$ cat src/hdl/cscr_pkg.sv
// cscr_pkg: offsets, field positions, reset values and encodings for the
// core system control register bank.
// assumes: an 8-bit io register space on the system clock.
package cscr_pkg;

   // register offsets in the io space
   localparam logic [7:0] OFF_ALU_FLAGS = 8'h00;
   localparam logic [7:0] OFF_STACK_PTR = 8'h02;
   localparam logic [7:0] OFF_CLOCK_MODE = 8'h03;
   localparam logic [7:0] OFF_INT_ENABLE = 8'h04;
   localparam logic [7:0] OFF_INT_REQUEST = 8'h05;
   localparam logic [7:0] OFF_TIMER_MODE = 8'h06;
   localparam logic [7:0] OFF_EDGE_SELECT = 8'h0C;

   // alu flag positions
   localparam int FLAG_ZERO = 0;
   localparam int FLAG_CARRY = 1;
   localparam int FLAG_AUX = 2;
   localparam int FLAG_OVF = 3;
   localparam logic [7:0] FLAG_MASK = 8'h0F;

   // clock mode fields
   localparam int CM_PIN_FN = 0;
   localparam int CM_WDOG = 1;
   localparam int CM_SLOW_EN = 2;
   localparam int CM_TYPE = 3;
   localparam int CM_FAST_EN = 4;
   localparam int CM_SEL_LO = 5;
   localparam logic [7:0] CLOCK_MODE_RESET = 8'hF6;

   // interrupt bit positions, shared by enable and request
   localparam int IRQ_PAIR_A = 0;
   localparam int IRQ_PAIR_B = 1;
   localparam int IRQ_T16 = 2;
   localparam int IRQ_ADC = 3;
   localparam int IRQ_CMP = 4;
   localparam int IRQ_T2 = 6;
   localparam int IRQ_T3 = 7;
   localparam logic [7:0] IRQ_MASK = 8'hDF;

   // timer mode fields
   localparam int TM_BITSEL_LO = 0;
   localparam int TM_DIV_LO = 3;
   localparam int TM_SRC_LO = 5;
   localparam logic [7:0] TIMER_MODE_RESET = 8'h00;
   localparam int EDGE_T16_BIT = 4;
   localparam logic [7:0] EDGE_MASK = 8'h10;
   localparam int WATCH_BIT_BASE = 8;

   // system clock source selection
   typedef enum logic [3:0] {
      CSCR_CLK_FAST_DIV4, CSCR_CLK_FAST_DIV2, CSCR_CLK_XTAL_DIV4,
      CSCR_CLK_XTAL_DIV2, CSCR_CLK_XTAL, CSCR_CLK_SLOW_DIV4, CSCR_CLK_SLOW,
      CSCR_CLK_FAST_DIV16, CSCR_CLK_FAST_DIV8, CSCR_CLK_SLOW_DIV16,
      CSCR_CLK_FAST_DIV32, CSCR_CLK_FAST_DIV64, CSCR_CLK_XTAL_DIV8,
      CSCR_CLK_RESERVED
   } cscr_clk_sel_e;

   // timer clock source selection
   typedef enum logic [2:0] {
      CSCR_TSRC_OFF, CSCR_TSRC_SYS, CSCR_TSRC_RSVD, CSCR_TSRC_PIN_A,
      CSCR_TSRC_FAST, CSCR_TSRC_XTAL, CSCR_TSRC_SLOW, CSCR_TSRC_PIN_B
   } cscr_tsrc_e;

   // alu result carried from the core
   typedef struct packed {
      logic upd_zero;
      logic upd_carry;
      logic upd_aux;
      logic upd_ovf;
      logic zero;
      logic carry;
      logic aux;
      logic ovf;
   } cscr_alu_s;

   // decoded clock and timer control
   typedef struct packed {
      cscr_clk_sel_e sys_sel;
      logic fast_en;
      logic slow_en;
      logic wdog_en;
      logic pin_is_reset;
      cscr_tsrc_e tsrc;
      logic [1:0] tdiv;
      logic [2:0] tbit;
   } cscr_ctrl_s;

endpackage : cscr_pkg

$ cat src/hdl/cscr_bank.sv
// cscr_bank: core control register bank: alu flags, stack pointer, clock
// mode, interrupt enable and request, wide timer mode and edge select.
// assumes: core updates flags and stack pointer through strobes, sources
// give one-cycle event pulses on clk_i, timer count is on clk_i.
//
// Notes on behaviour
// RL1: overflow flag bit 3 set on signed overflow
// RL2: aux carry bit 2 on nibble carry/borrow
// RL3: carry bit 1 on carry, borrow, shifts
// RL4: zero flag bit 0 follows result zero
// RL5: stack pointer reads current, writes replace
// RL6: type 0 clock select decode, reset 111
// RL7: bit 3 selects type 1 clock decode
// RL8: bit 4 enables fast oscillator, reset one
// RL9: bit 2 slow oscillator, clearing kills watchdog
// RL10: bit 1 enables watchdog, reset one
// RL11: bit 0 picks port pin or reset
// RL12: interrupt enable gates each source, reset zero
// RL13: request bits set by source, software clears
// RL14: timer mode picks source and pre-divider
// RL15: selected timer bit 8..15 change raises interrupt
// RL16: edge select chooses rising or falling
// RL17: reserved bits ignore writes, read zero
`timescale 1ns/1ps
`default_nettype none

module cscr_bank
(
   input wire logic clk_i, // system clock
   input wire logic rst_i, // synchronous reset, high
   input wire logic [7:0] addr_i, // io register address
   input wire logic [7:0] wdata_i, // write data
   input wire logic wr_i, // write strobe
   input wire logic rd_i, // read strobe
   output logic [7:0] rdata_o, // read data, cycle after rd_i
   input wire cscr_pkg::cscr_alu_s alu_i, // alu flag update
   input wire logic sp_load_i, // core stack pointer load
   input wire logic [7:0] sp_value_i, // core stack pointer value
   input wire logic [7:0] irq_src_i, // source event pulses
   input wire logic [15:0] timer_count_i, // wide timer count
   output logic [7:0] flags_o, // alu flags to the core
   output logic [7:0] stack_pointer_o, // stack pointer to the core
   output cscr_pkg::cscr_ctrl_s ctrl_o, // decoded clock/timer control
   output logic [7:0] pending_o, // enabled pending requests
   output logic irq_o // any enabled request pending
);

   logic [7:0] alu_status_flags;
   logic [7:0] stack_pointer;
   logic [7:0] clock_mode;
   logic [7:0] interrupt_enable;
   logic [7:0] interrupt_request;
   logic [7:0] wide_timer_mode;
   logic [7:0] edge_select;
   logic watch_prev;
   logic watch_now;
   logic timer_event;
   logic [7:0] next_request;
   cscr_pkg::cscr_clk_sel_e next_sys_sel;
   cscr_pkg::cscr_ctrl_s next_ctrl;
   logic [2:0] sel_code;

   ////////////////////////////////////////////////////////////////////////
   // alu flags: core update wins over a software write in the same cycle
   always_ff @(posedge clk_i)
   begin
      if (rst_i)
      begin
         alu_status_flags <= 8'h00;
      end
      else
      begin
         if (wr_i && addr_i == cscr_pkg::OFF_ALU_FLAGS)
         begin
            alu_status_flags <= wdata_i & cscr_pkg::FLAG_MASK; // [RL17]
         end
         if (alu_i.upd_ovf)
         begin
            alu_status_flags[cscr_pkg::FLAG_OVF] <= alu_i.ovf; // [RL1]
         end
         if (alu_i.upd_aux)
         begin
            alu_status_flags[cscr_pkg::FLAG_AUX] <= alu_i.aux; // [RL2]
         end
         if (alu_i.upd_carry)
         begin
            alu_status_flags[cscr_pkg::FLAG_CARRY] <= alu_i.carry; // [RL3]
         end
         if (alu_i.upd_zero)
         begin
            alu_status_flags[cscr_pkg::FLAG_ZERO] <= alu_i.zero; // [RL4]
         end
      end
   end

   ////////////////////////////////////////////////////////////////////////
   // stack pointer: core push/pop load wins over a software write
   always_ff @(posedge clk_i)
   begin
      if (rst_i)
      begin
         stack_pointer <= 8'h00;
      end
      else if (sp_load_i)
      begin
         stack_pointer <= sp_value_i; // [RL5]
      end
      else if (wr_i && addr_i == cscr_pkg::OFF_STACK_PTR)
      begin
         stack_pointer <= wdata_i; // [RL5]
      end
   end

   ////////////////////////////////////////////////////////////////////////
   // clock mode register, defaults slow clock, both rc on, watchdog on
   always_ff @(posedge clk_i)
   begin
      if (rst_i)
      begin
         clock_mode <= cscr_pkg::CLOCK_MODE_RESET; // [RL6] [RL8] [RL10]
      end
      else if (wr_i && addr_i == cscr_pkg::OFF_CLOCK_MODE)
      begin
         clock_mode <= wdata_i;
      end
   end

   ////////////////////////////////////////////////////////////////////////
   // enable, timer mode and edge select registers
   always_ff @(posedge clk_i)
   begin
      if (rst_i)
      begin
         interrupt_enable <= 8'h00; // [RL12]
         wide_timer_mode <= cscr_pkg::TIMER_MODE_RESET;
         edge_select <= 8'h00;
      end
      else if (wr_i)
      begin
         if (addr_i == cscr_pkg::OFF_INT_ENABLE)
         begin
            interrupt_enable <= wdata_i & cscr_pkg::IRQ_MASK; // [RL12] [RL17]
         end
         if (addr_i == cscr_pkg::OFF_TIMER_MODE)
         begin
            wide_timer_mode <= wdata_i; // [RL14]
         end
         if (addr_i == cscr_pkg::OFF_EDGE_SELECT)
         begin
            edge_select <= wdata_i & cscr_pkg::EDGE_MASK; // [RL17]
         end
      end
   end

   ////////////////////////////////////////////////////////////////////////
   // timer bit watch: the selected count bit's edge makes an event
   assign watch_now = timer_count_i[cscr_pkg::WATCH_BIT_BASE +
      int'(wide_timer_mode[cscr_pkg::TM_BITSEL_LO +: 3])]; // [RL15]

   // reset follows the watched bit, so a count already high after reset
   // does not look like a fresh edge
   always_ff @(posedge clk_i)
   begin
      if (rst_i)
      begin
         watch_prev <= watch_now;
      end
      else
      begin
         watch_prev <= watch_now;
      end
   end

   // rising edge when select is 0, falling when 1
   assign timer_event = edge_select[cscr_pkg::EDGE_T16_BIT]
      ? (watch_prev && !watch_now) // [RL16]
      : (!watch_prev && watch_now); // [RL16]

   ////////////////////////////////////////////////////////////////////////
   // request bits: write one clears, a new event wins over the clear
   always_comb
   begin
      next_request = interrupt_request;
      if (wr_i && addr_i == cscr_pkg::OFF_INT_REQUEST)
      begin
         next_request = interrupt_request & ~wdata_i; // [RL13]
      end
      next_request = next_request | irq_src_i; // [RL13]
      next_request[cscr_pkg::IRQ_T16] = next_request[cscr_pkg::IRQ_T16]
         | timer_event; // [RL15]
      next_request = next_request & cscr_pkg::IRQ_MASK; // [RL17]
   end

   always_ff @(posedge clk_i)
   begin
      if (rst_i)
      begin
         interrupt_request <= 8'h00;
      end
      else
      begin
         interrupt_request <= next_request;
      end
   end

   ////////////////////////////////////////////////////////////////////////
   // clock select decode for both clock types
   assign sel_code = clock_mode[cscr_pkg::CM_SEL_LO +: 3];

   always_comb
   begin
      next_sys_sel = cscr_pkg::CSCR_CLK_RESERVED;
      if (!clock_mode[cscr_pkg::CM_TYPE])
      begin
         case (sel_code) // [RL6]
            3'h0: next_sys_sel = cscr_pkg::CSCR_CLK_FAST_DIV4;
            3'h1: next_sys_sel = cscr_pkg::CSCR_CLK_FAST_DIV2;
            3'h3: next_sys_sel = cscr_pkg::CSCR_CLK_XTAL_DIV4;
            3'h4: next_sys_sel = cscr_pkg::CSCR_CLK_XTAL_DIV2;
            3'h5: next_sys_sel = cscr_pkg::CSCR_CLK_XTAL;
            3'h6: next_sys_sel = cscr_pkg::CSCR_CLK_SLOW_DIV4;
            3'h7: next_sys_sel = cscr_pkg::CSCR_CLK_SLOW;
            default: next_sys_sel = cscr_pkg::CSCR_CLK_RESERVED;
         endcase
      end
      else
      begin
         case (sel_code) // [RL7]
            3'h0: next_sys_sel = cscr_pkg::CSCR_CLK_FAST_DIV16;
            3'h1: next_sys_sel = cscr_pkg::CSCR_CLK_FAST_DIV8;
            3'h2: next_sys_sel = cscr_pkg::CSCR_CLK_SLOW_DIV16;
            3'h3: next_sys_sel = cscr_pkg::CSCR_CLK_FAST_DIV32;
            3'h4: next_sys_sel = cscr_pkg::CSCR_CLK_FAST_DIV64;
            3'h5: next_sys_sel = cscr_pkg::CSCR_CLK_XTAL_DIV8;
            default: next_sys_sel = cscr_pkg::CSCR_CLK_RESERVED;
         endcase
      end
   end

   // gather control outputs
   always_comb
   begin
      next_ctrl.sys_sel = next_sys_sel;
      next_ctrl.fast_en = clock_mode[cscr_pkg::CM_FAST_EN]; // [RL8]
      next_ctrl.slow_en = clock_mode[cscr_pkg::CM_SLOW_EN]; // [RL9]
      next_ctrl.wdog_en = clock_mode[cscr_pkg::CM_WDOG]
         && clock_mode[cscr_pkg::CM_SLOW_EN]; // [RL9] [RL10]
      next_ctrl.pin_is_reset = clock_mode[cscr_pkg::CM_PIN_FN]; // [RL11]
      next_ctrl.tsrc = cscr_pkg::cscr_tsrc_e'(
         wide_timer_mode[cscr_pkg::TM_SRC_LO +: 3]); // [RL14]
      next_ctrl.tdiv = wide_timer_mode[cscr_pkg::TM_DIV_LO +: 2]; // [RL14]
      next_ctrl.tbit = wide_timer_mode[cscr_pkg::TM_BITSEL_LO +: 3];
   end

   ////////////////////////////////////////////////////////////////////////
   // registered outputs toward the core and clock logic
   always_ff @(posedge clk_i)
   begin
      if (rst_i)
      begin
         ctrl_o <= '0;
         flags_o <= 8'h00;
         stack_pointer_o <= 8'h00;
         pending_o <= 8'h00;
         irq_o <= 1'b0;
      end
      else
      begin
         ctrl_o <= next_ctrl;
         flags_o <= alu_status_flags;
         stack_pointer_o <= stack_pointer;
         pending_o <= interrupt_request & interrupt_enable; // [RL12]
         irq_o <= |(interrupt_request & interrupt_enable); // [RL12]
      end
   end

   ////////////////////////////////////////////////////////////////////////
   // read port: data in the cycle after rd_i, unmapped reads zero
   always_ff @(posedge clk_i)
   begin
      if (rst_i)
      begin
         rdata_o <= 8'h00;
      end
      else if (rd_i)
      begin
         case (addr_i)
            cscr_pkg::OFF_ALU_FLAGS: rdata_o <= alu_status_flags;
            cscr_pkg::OFF_STACK_PTR: rdata_o <= stack_pointer; // [RL5]
            cscr_pkg::OFF_CLOCK_MODE: rdata_o <= clock_mode;
            cscr_pkg::OFF_INT_ENABLE: rdata_o <= interrupt_enable;
            cscr_pkg::OFF_INT_REQUEST: rdata_o <= interrupt_request;
            cscr_pkg::OFF_TIMER_MODE: rdata_o <= wide_timer_mode;
            cscr_pkg::OFF_EDGE_SELECT: rdata_o <= edge_select;
            default: rdata_o <= 8'h00;
         endcase
      end
      else
      begin
         rdata_o <= 8'h00;
      end
   end

endmodule : cscr_bank

`default_nettype wire

$ cat config.mk
export PLATFORM = sky130hd
export DESIGN_NAME = cscr_bank
export DESIGN_NICKNAME = d
export VERILOG_FILES = /design/src/hdl/cscr_pkg.sv /design/src/hdl/cscr_bank.sv
export SDC_FILE = /design/constraint.sdc
export NUM_CORES = 1
export LEC_CHECK = 0
export BUFFER_PORTS_ARGS = -buffer_cell sky130_fd_sc_hd__buf_2
export CAP_MARGIN = 20
export CORE_AREA = 2 2 107 78
export CTS_CLUSTER_DIAMETER = 60
export DETAILED_ROUTE_END_ITERATION = 10
export DIE_AREA = 0 0 109 80
export MAX_ROUTING_LAYER = met4
export PLACE_DENSITY = 0.76
export SETUP_SLACK_MARGIN = 0.1
export SLEW_MARGIN = 10
export SYNTH_ARGS = -nofsm -noshare
export SYNTH_HDL_FRONTEND = slang
export SYNTH_SLANG_ARGS = --single-unit
$ cat constraint.sdc
create_clock -name clk_i -period 6.5 [get_ports clk_i]
set_clock_uncertainty 0.15 [all_clocks]
set_input_delay 1.3 -clock clk_i [delete_from_list [all_inputs] [get_ports clk_i]]
set_output_delay 1.3 -clock clk_i [all_outputs]
set_load 0.02 [all_outputs]
==> summary.md, run 1 <==
| Metric | Value |
|---|---|
| RSZ-0062 raised after global routing | false |
| WP data arrival | 3280 ps |
| IO buf count | 95 |
| Endpoints failing setup | 0 |
| Drc violations | 0 |
| Nets | 521 |
| Status | complete, no violations |
| Die X | 109 um |
| Sequential cell area | 1760 um2 |
| TritonCTS clock tree | built |
| Fin crit share | 49.6% |
| Area Overhead vs Synth | 18.3% |
| Clock power share | 37.1% |
| Post-CTS Hold Buffers | 0 |
| DP Cell Count | 550 |
| Layout cells sized above 1 | 29.5% |
| Hold Path Class | flop to flop |
| Final cell count without fillers | 566 |
| Total grt overflow | 0 |
| Post-synthesis cell count | 379 |
| Drt pass-1 iters | 4 |
| Initial DRC count | 176 |
| CTS clock-pin slew for the worst setup and hold paths | 90 ps |
| Fmax | 310 MHz |
| Syn Std Cell Area | 3720 um2 |
| Multi-input gate area | 1770 um2 |
| LEAKAGE | 1.93 nW |
| P per Cell Area | 237 nW/um2 |
| Initial antenna violation count | 0 |
| Combinational power share | 9.1% |
| Num CTS Buffers | 9 |
| Row count | 27 |
| Syn. warnings | 0 |
| Slew @ Worst Pin | 982 ps |
| Slew margin rel. | 33.6% |
| Post-CTS Resized | 0 |
| # H-tree levels | 3 |
| Final wirelength | 9020 um |
| Slew Limit Fails | 0 |
| Post-synthesis register bit count | 88 |
| GRT Util Overall | 22.1% |
| P_int | 0.772 mW |
| Initial core utilization | 48.5% |
| Die height | 80 um |
| ANT nets after route | 0 |
| Worst vdd ir | 0.0949 mV |
| Core Footprint | 7670 um2 |
| Worst EP required | 6560 ps |
| Sequential Power Share | 53.9% |
| First-pass GRT wire length | 14200 um |
| Final HPWL DP | 6400 um |
| Via count | 3009 |
| Switching Share | 25.9% |
| Asr flop ratio synth | 0% |
| Largest net degree at the start of global routing | 80 |
| Fill count | 674 |
| Critical path class | input port to flop |
| Via/cell ratio | 5.32 |
| Critical Path End Type | flop |
| CTS Sinks | 88 |
| I/O pins | 110 |
| Post-detailed-route wirelength per cell | 15.9 um |
| Max-cap viol count | 0 |
| Clk_lat worst skew | 360 ps |
| Synthesized area per cell | 9.81 um2 |
| Antenna cells | 0 |
| Critical Path Start Type | input port |
| Post-synth EDFFs | 0 |
| Root Driver | clkbuf_8 |
| Pre-CTS WS | 2910 ps |
| Final setup TNS | 0 ps |
| RePlAce Congestion | 0.886 |
| Period minus WS final | 3220 ps |
| Crit path max fanout | 16 |
| Final WS setup | 3280 ps |
| Top_reg_cell synth | dfxtp_1 |
| Setup bufs post-CTS | 0 |
| Sequential-to-total area share from yosys stat | 47.4% |
| Vias in the first global route | 2811 |
| Library cells used by synthesis | 43 |
| Switching power total | 0.270 mW |
| Hold Vio Cnt, Final | 0 |
| Max clock buf depth | 2 |
| Die area | 8720 um2 |
flip-flops by register name (all words and copies together) (netlist names):
| name | cells |
|---|---|
| irq_o | 1 |
| stack_pointer | 8 |
| flags_o | 4 |
| interrupt_request | 7 |
| rdata_o | 8 |
| ctrl_o | 16 |
| clock_mode | 8 |
| alu_status_flags | 4 |
| stack_pointer_o | 8 |
| interrupt_enable | 7 |
| watch_prev | 1 |
| wide_timer_mode | 8 |
| edge_select | 1 |
| pending_o | 7 |
cells in the mapped netlist, drive strengths merged, types with 2 or more instances:
master / count / share of area, %
a2111oi: 8 / 3.2
a211o: 6 / 1.4
a211oi: 4 / 0.81
a21oi: 17 / 2.3
a22oi: 6 / 1.2
and2: 2 / 0.34
buf: 12 / 2.2
clkbuf: 19 / 1.9
dfxtp: 88 / 47
inv: 13 / 1.3
mux2: 8 / 2.4
mux2i: 31 / 8.3
mux4: 2 / 1.2
nand2: 17 / 1.7
nand2b: 4 / 0.67
nand3: 2 / 0.27
nand3b: 4 / 0.81
nand4: 8 / 1.3
nor2: 47 / 4.7
nor2b: 32 / 5.4
nor3: 10 / 1.5
nor3b: 11 / 2.4
nor4: 2 / 0.34
nor4b: 6 / 2.6
o21ai: 4 / 0.54
o2bb2ai: 6 / 1.4
area by class of cell:
type                       instances  share of cell area (%)
multi-input combinational        251                    40.2
clock buffer                       9                    2.82
timing repair buffer              97                    11.2
clock inverter                     7                    1.76
inverter                          13                    1.11
sequential                        88                    40.1
tap                              101                    2.87
through the flow:
step	instance area, um2	util [%]	total power, mW	hold slack [ps]
floorplan	3730	-	0.631	287
global placement	4200	54.7	0.666	312
detailed placement	4200	54.7	0.668	322
CTS	4400	57.3	1.05	337
global route	4400	57.3	1.08	349
finish	4400	57.3	1.04	334
metal layers:
metal	up-vias	part of all wire [%]	GRT usage [%]
met5	-	0	-
met4	0	1.1	5.13
met3	11	8.5	6.45
met1	1396	49	31.1
li1	1480	-	-
met2	122	42	31.2
logic make-up after synthesis:
logic type | count (synthesis) | synth area share, %
buffers and inverters | 44 | 5.45
flip-flops | 88 | 47.4
other | 1 | 0.101
AND/OR/NAND/NOR | 148 | 22.9
AO/OA/AOI/OAI | 57 | 12.2
multiplexers | 41 | 12.0
final timing paths:
kind / start / endpoint / slack, ps / depth (start not counted)
max: addr_i[5] / stack_pointer[0]$_SDFFE_PP0P_ / 3280 / 5
min: interrupt_enable[0]$_SDFFE_PP0P_ / pending_o[0]$_SDFF_PP0_ / 330 / 2
max reg2reg: wide_timer_mode[0]$_SDFFE_PP0P_ / interrupt_request[2]$_SDFF_PP0_ / 4690 / 4
min reg2reg: interrupt_enable[0]$_SDFFE_PP0P_ / pending_o[0]$_SDFF_PP0_ / 330 / 2
placed cells by master, fill, tap and decap left out, types with 4 or more instances in the layout:
cell type	instances
a2111oi_2	8
a211o_1	6
a211oi_1	4
a21oi_1	17
a22oi_1	6
buf_2	95
clkbuf_8	9
conb_1	5
dfxtp_1	88
inv_1	13
mux2_2	8
mux2i_1	31
nand2_1	17
nand2b_1	4
nand3b_1	4
nand4_1	8
nor2_1	47
nor2b_1	32
nor3_1	9
nor3b_1	10
o2bb2ai_1	6
critical path, stage by stage:
cell and delay, ps:
buf_2 120, or4_4 630, nor4b_4 750, nor3b_1 410
a2111oi_2 70
power by group through the flow:
| stage | clock [mW] | sequential [mW] | combinational (mW) |
|---|---|---|---|
| finish | 0.386 | 0.562 | 0.0945 |
| floorplan | 0 | 0.578 | 0.0533 |
| global placement | 0 | 0.573 | 0.0924 |
| global route | 0.415 | 0.564 | 0.103 |
| detailed placement | 0 | 0.574 | 0.0939 |
| CTS | 0.392 | 0.561 | 0.0945 |
No activity file was read; power rests on OpenSTA's default activity.
==> run 2: changes to the inputs <==
--- a/config.mk
+++ b/config.mk
@@ -5,14 +5,15 @@
 export SDC_FILE = /design/constraint.sdc
 export NUM_CORES = 1
 export LEC_CHECK = 0
+export ABC_AREA = 1
 export BUFFER_PORTS_ARGS = -buffer_cell sky130_fd_sc_hd__buf_2
 export CAP_MARGIN = 20
-export CORE_AREA = 2 2 107 78
+export CORE_AREA = 2 2 106 77
 export CTS_CLUSTER_DIAMETER = 60
 export DETAILED_ROUTE_END_ITERATION = 10
-export DIE_AREA = 0 0 109 80
+export DIE_AREA = 0 0 108 79
 export MAX_ROUTING_LAYER = met4
-export PLACE_DENSITY = 0.76
+export PLACE_DENSITY = 0.77
 export SETUP_SLACK_MARGIN = 0.1
 export SLEW_MARGIN = 10
 export SYNTH_ARGS = -nofsm -noshare
==> constraint.sdc (replaced) <==
create_clock -name clk_i -period 3.2 [get_ports clk_i]
set_clock_uncertainty 0.15 [all_clocks]
set_input_delay 0.64 -clock clk_i [delete_from_list [all_inputs] [get_ports clk_i]]
set_output_delay 0.64 -clock clk_i [all_outputs]
set_load 0.02 [all_outputs]
==> summary.md, run 2 <==
| Metric | Value |
|---|---|
| Final total power | 2.11 mW (was 1.04 mW) |
| # H-tree levels | 3 (unchanged) |
| Critical Path End Type | flop (unchanged) |
| Post-synthesis register bit count | 88 (unchanged) |
| Post-Layout Inst Area | 4410 um2 (was 4400 um2) |
| Hold Vio Cnt, Final | 0 (unchanged) |
| Slew Limit Fails | 0 (unchanged) |
| Largest reg by FF count | ctrl_o (unchanged) |
| Drt pass-1 iters | 4 (unchanged) |
| Syn Std Cell Area | 3690 um2 (was 3720 um2) |
| Endpoints failing setup | 0 (unchanged) |
| RSZ-0062 raised after global routing | false (unchanged) |
| Final HPWL DP | 6860 um (was 6400 um) |
| RePlAce Congestion | 0.891 (was 0.886) |
| Most frequent cells in the layout | buf_2, nor2_1, dfxtp_1 (was buf_2, dfxtp_1, nor2_1) |
| Status | complete, no violations (unchanged) |
| Root Driver | clkbuf_8 (unchanged) |
| Placed Area | 4210 um2 (was 4200 um2) |
| Slew @ Worst Pin | 682 ps (was 982 ps) |
| Num CTS Buffers | 9 (unchanged) |
| Hold Crit Start | stack_pointer[0]$_SDFFE_PP0P_ (was interrupt_enable[0]$_SDFFE_PP0P_) |
| TritonCTS clock tree | built (unchanged) |
| I/O pins | 110 (unchanged) |
| Layout cells sized above 1 | 24.1% (was 29.5%) |
| Core Footprint | 7600 um2 (was 7670 um2) |
| Post-synthesis cell count | 496 (was 379) |
| CTS clock-pin slew for the worst setup and hold paths | 90 ps (about the same) |
| Critical path startpoint | addr_i[4] (was addr_i[5]) |
| Total grt overflow | 0 (unchanged) |
| Die height | 79 um (was 80 um) |
| Leading area contributor after synthesis | dfxtp_1 (unchanged) |
| Crit path max fanout | 17 (was 16) |
| Sequential-to-total area share from yosys stat | 47.8% (was 47.4%) |
| Syn. warnings | 0 (unchanged) |
| Die X | 108 um (was 109 um) |
| Post-CTS Resized | 0 (unchanged) |
| Via/cell ratio | 4.99 (was 5.32) |
| Antenna cells | 0 (unchanged) |
| Fin crit share | 68.7% |
| Pre-CTS WS | 631 ps (was 2910 ps) |
| Via count | 3471 (was 3009) |
| Vias in the first global route | 3240 (was 2811) |
| Max clock buf depth | 2 (unchanged) |
| Final setup TNS | 0 ps (unchanged) |
| Post-CTS Hold Buffers | 0 (unchanged) |
| Post-synth EDFFs | 0 (unchanged) |
| Initial antenna violation count | 0 (unchanged) |
| GRT Util Overall | 23.6% (was 22.1%) |
| First-pass GRT wire length | 15100 um (was 14200 um) |
| Most common cell after layout, fill and taps aside | buf_2 (unchanged) |
| Top cells by count, synth | nor2_1, dfxtp_1, nand2_1 (was dfxtp_1, nor2_1, nor2b_1) |
| Drc violations | 0 (unchanged) |
| Critical Path Start Type | input port (unchanged) |
| LEAKAGE | 2.17 nW (was 1.93 nW) |
| Period minus WS final | 2200 ps |
| IO buf count | 95 (unchanged) |
| Final WS setup | 1000 ps (was 3280 ps) |
| Worst vdd ir | 0.273 mV (was 0.0949 mV) |
| Clk_lat worst skew | 360 ps (about the same) |
| Setup bufs post-CTS | 0 (unchanged) |
| Post-detailed-route wirelength per cell | 13.5 um (was 15.9 um) |
| Slowest stage cell, crit path | nand3_1 (was nor4b_4) |
| Fmax | 455 MHz |
| Yosys top cell area share | 47.8% (was 47.4%) |
| Synthesized area per cell | 7.44 um2 (was 9.81 um2) |
| Slew margin rel. | 54.2% (was 33.6%) |
| Asr flop ratio synth | 0% (unchanged) |
| WP data arrival | 2290 ps (was 3280 ps) |
| Worst R2R Start | wide_timer_mode[0]$_SDFFE_PP0P_ (unchanged) |
| Hold Path Class | flop to flop (unchanged) |
| Worst EP required | 3290 ps (was 6560 ps) |
| Library cells used by synthesis | 34 (was 43) |
| Initial DRC count | 250 (was 176) |
| Initial core utilization | 48.5% (about the same) |
| Max-cap viol count | 0 (unchanged) |
| Nets | 650 (was 521) |
| Critical path class | input port to flop (unchanged) |
| Max reg flops | 16 (unchanged) |
| Top-count cell post-synth | nor2_1 (was dfxtp_1) |
| Row count | 27 (unchanged) |
| Final wirelength | 9380 um (was 9020 um) |
| Die area | 8530 um2 (was 8720 um2) |
| Top cells by area, synth | dfxtp_1, nor2_1, nand2_1 (was dfxtp_1, mux2i_1, nor2b_1) |
| ANT nets after route | 0 (unchanged) |
| P per Cell Area | 479 nW/um2 (was 237 nW/um2) |
| Critical-path cell list | buf_2 -> inv_1 -> nand2_1 -> nor2_4 -> nand3_1 -> o21ai_0 -> a21oi_1 (was buf_2 -> or4_4 -> nor4b_4 -> nor3b_1 -> a2111oi_2) |
| Largest stage delay on the critical path | 560 ps (was 750 ps) |
| CTS Sinks | 88 (unchanged) |
| Top_reg_cell synth | dfxtp_1 (unchanged) |
| Area Overhead vs Synth | 19.6% (was 18.3%) |
| Largest net degree at the start of global routing | 42 (was 80) |
## run 2: area by class of cell
| class | instances | area, um2 |
|---|---|---|
| Inverter | 75 | 284 |
| Fill cell | 715 | 3190 |
| Tap cell | 101 | 126 |
| Multi-Input combinational cell | 317 | 1540 |
| Clock buffer | 9 | 124 |
| Clock inverter | 7 | 78.8 |
| Sequential cell | 88 | 1760 |
| Timing Repair Buffer | 98 | 498 |
## run 2: path summary, 6_finish.rpt
kind	to	slack, ps	cells after the start
hold reg to reg	stack_pointer_o[0]$_SDFF_PP0_	300	2
setup / recovery	wide_timer_mode[3]$_SDFFE_PP0P_	1000	7
hold / removal	stack_pointer_o[0]$_SDFF_PP0_	300	2
setup reg to reg	interrupt_request[2]$_SDFF_PP0_	1780	9
## run 2: kinds of logic (layout without fill, tap and decap cells)
kind of cell	after synthesis	count (layout)	share of synthesized area, %
simple gates	222	222	27.0
buf+inv	95	189	11.0
compound gates	90	90	14.2
flops	88	88	47.8
other cells	1	5	0.102
## run 2: report_power, final
group	internal, mW	switching [mW]	total [mW]
Clock	0.367	0.413	0.780
Combinational	0.0642	0.127	0.191
Sequential	1.13	0.0143	1.14
## run 2: worst max-delay path: cells and delay by family
kind / cells / cell delay, ps
buf+inv: 2 / 140
compound gates: 2 / 450
simple gates: 3 / 1040
## run 2: stage by stage
| step | hold WS, ps | std cells | utilization (%) |
|---|---|---|---|
| after floorplan | 263 | 500 | - |
| after global placement | 287 | 679 | 55.4 |
| after detailed placement | 281 | 679 | 55.4 |
| after CTS | 297 | 695 | 58.0 |
| after global routing | 321 | 695 | 58.0 |
| final | 297 | 695 | 58.0 |
## run 2: layer usage
metal  part of all wire (%)  track usage, %
met1                     44            30.0
met2                     46            38.3
met3                    8.6            5.25
met4                   0.94            6.54
met5                      0               -
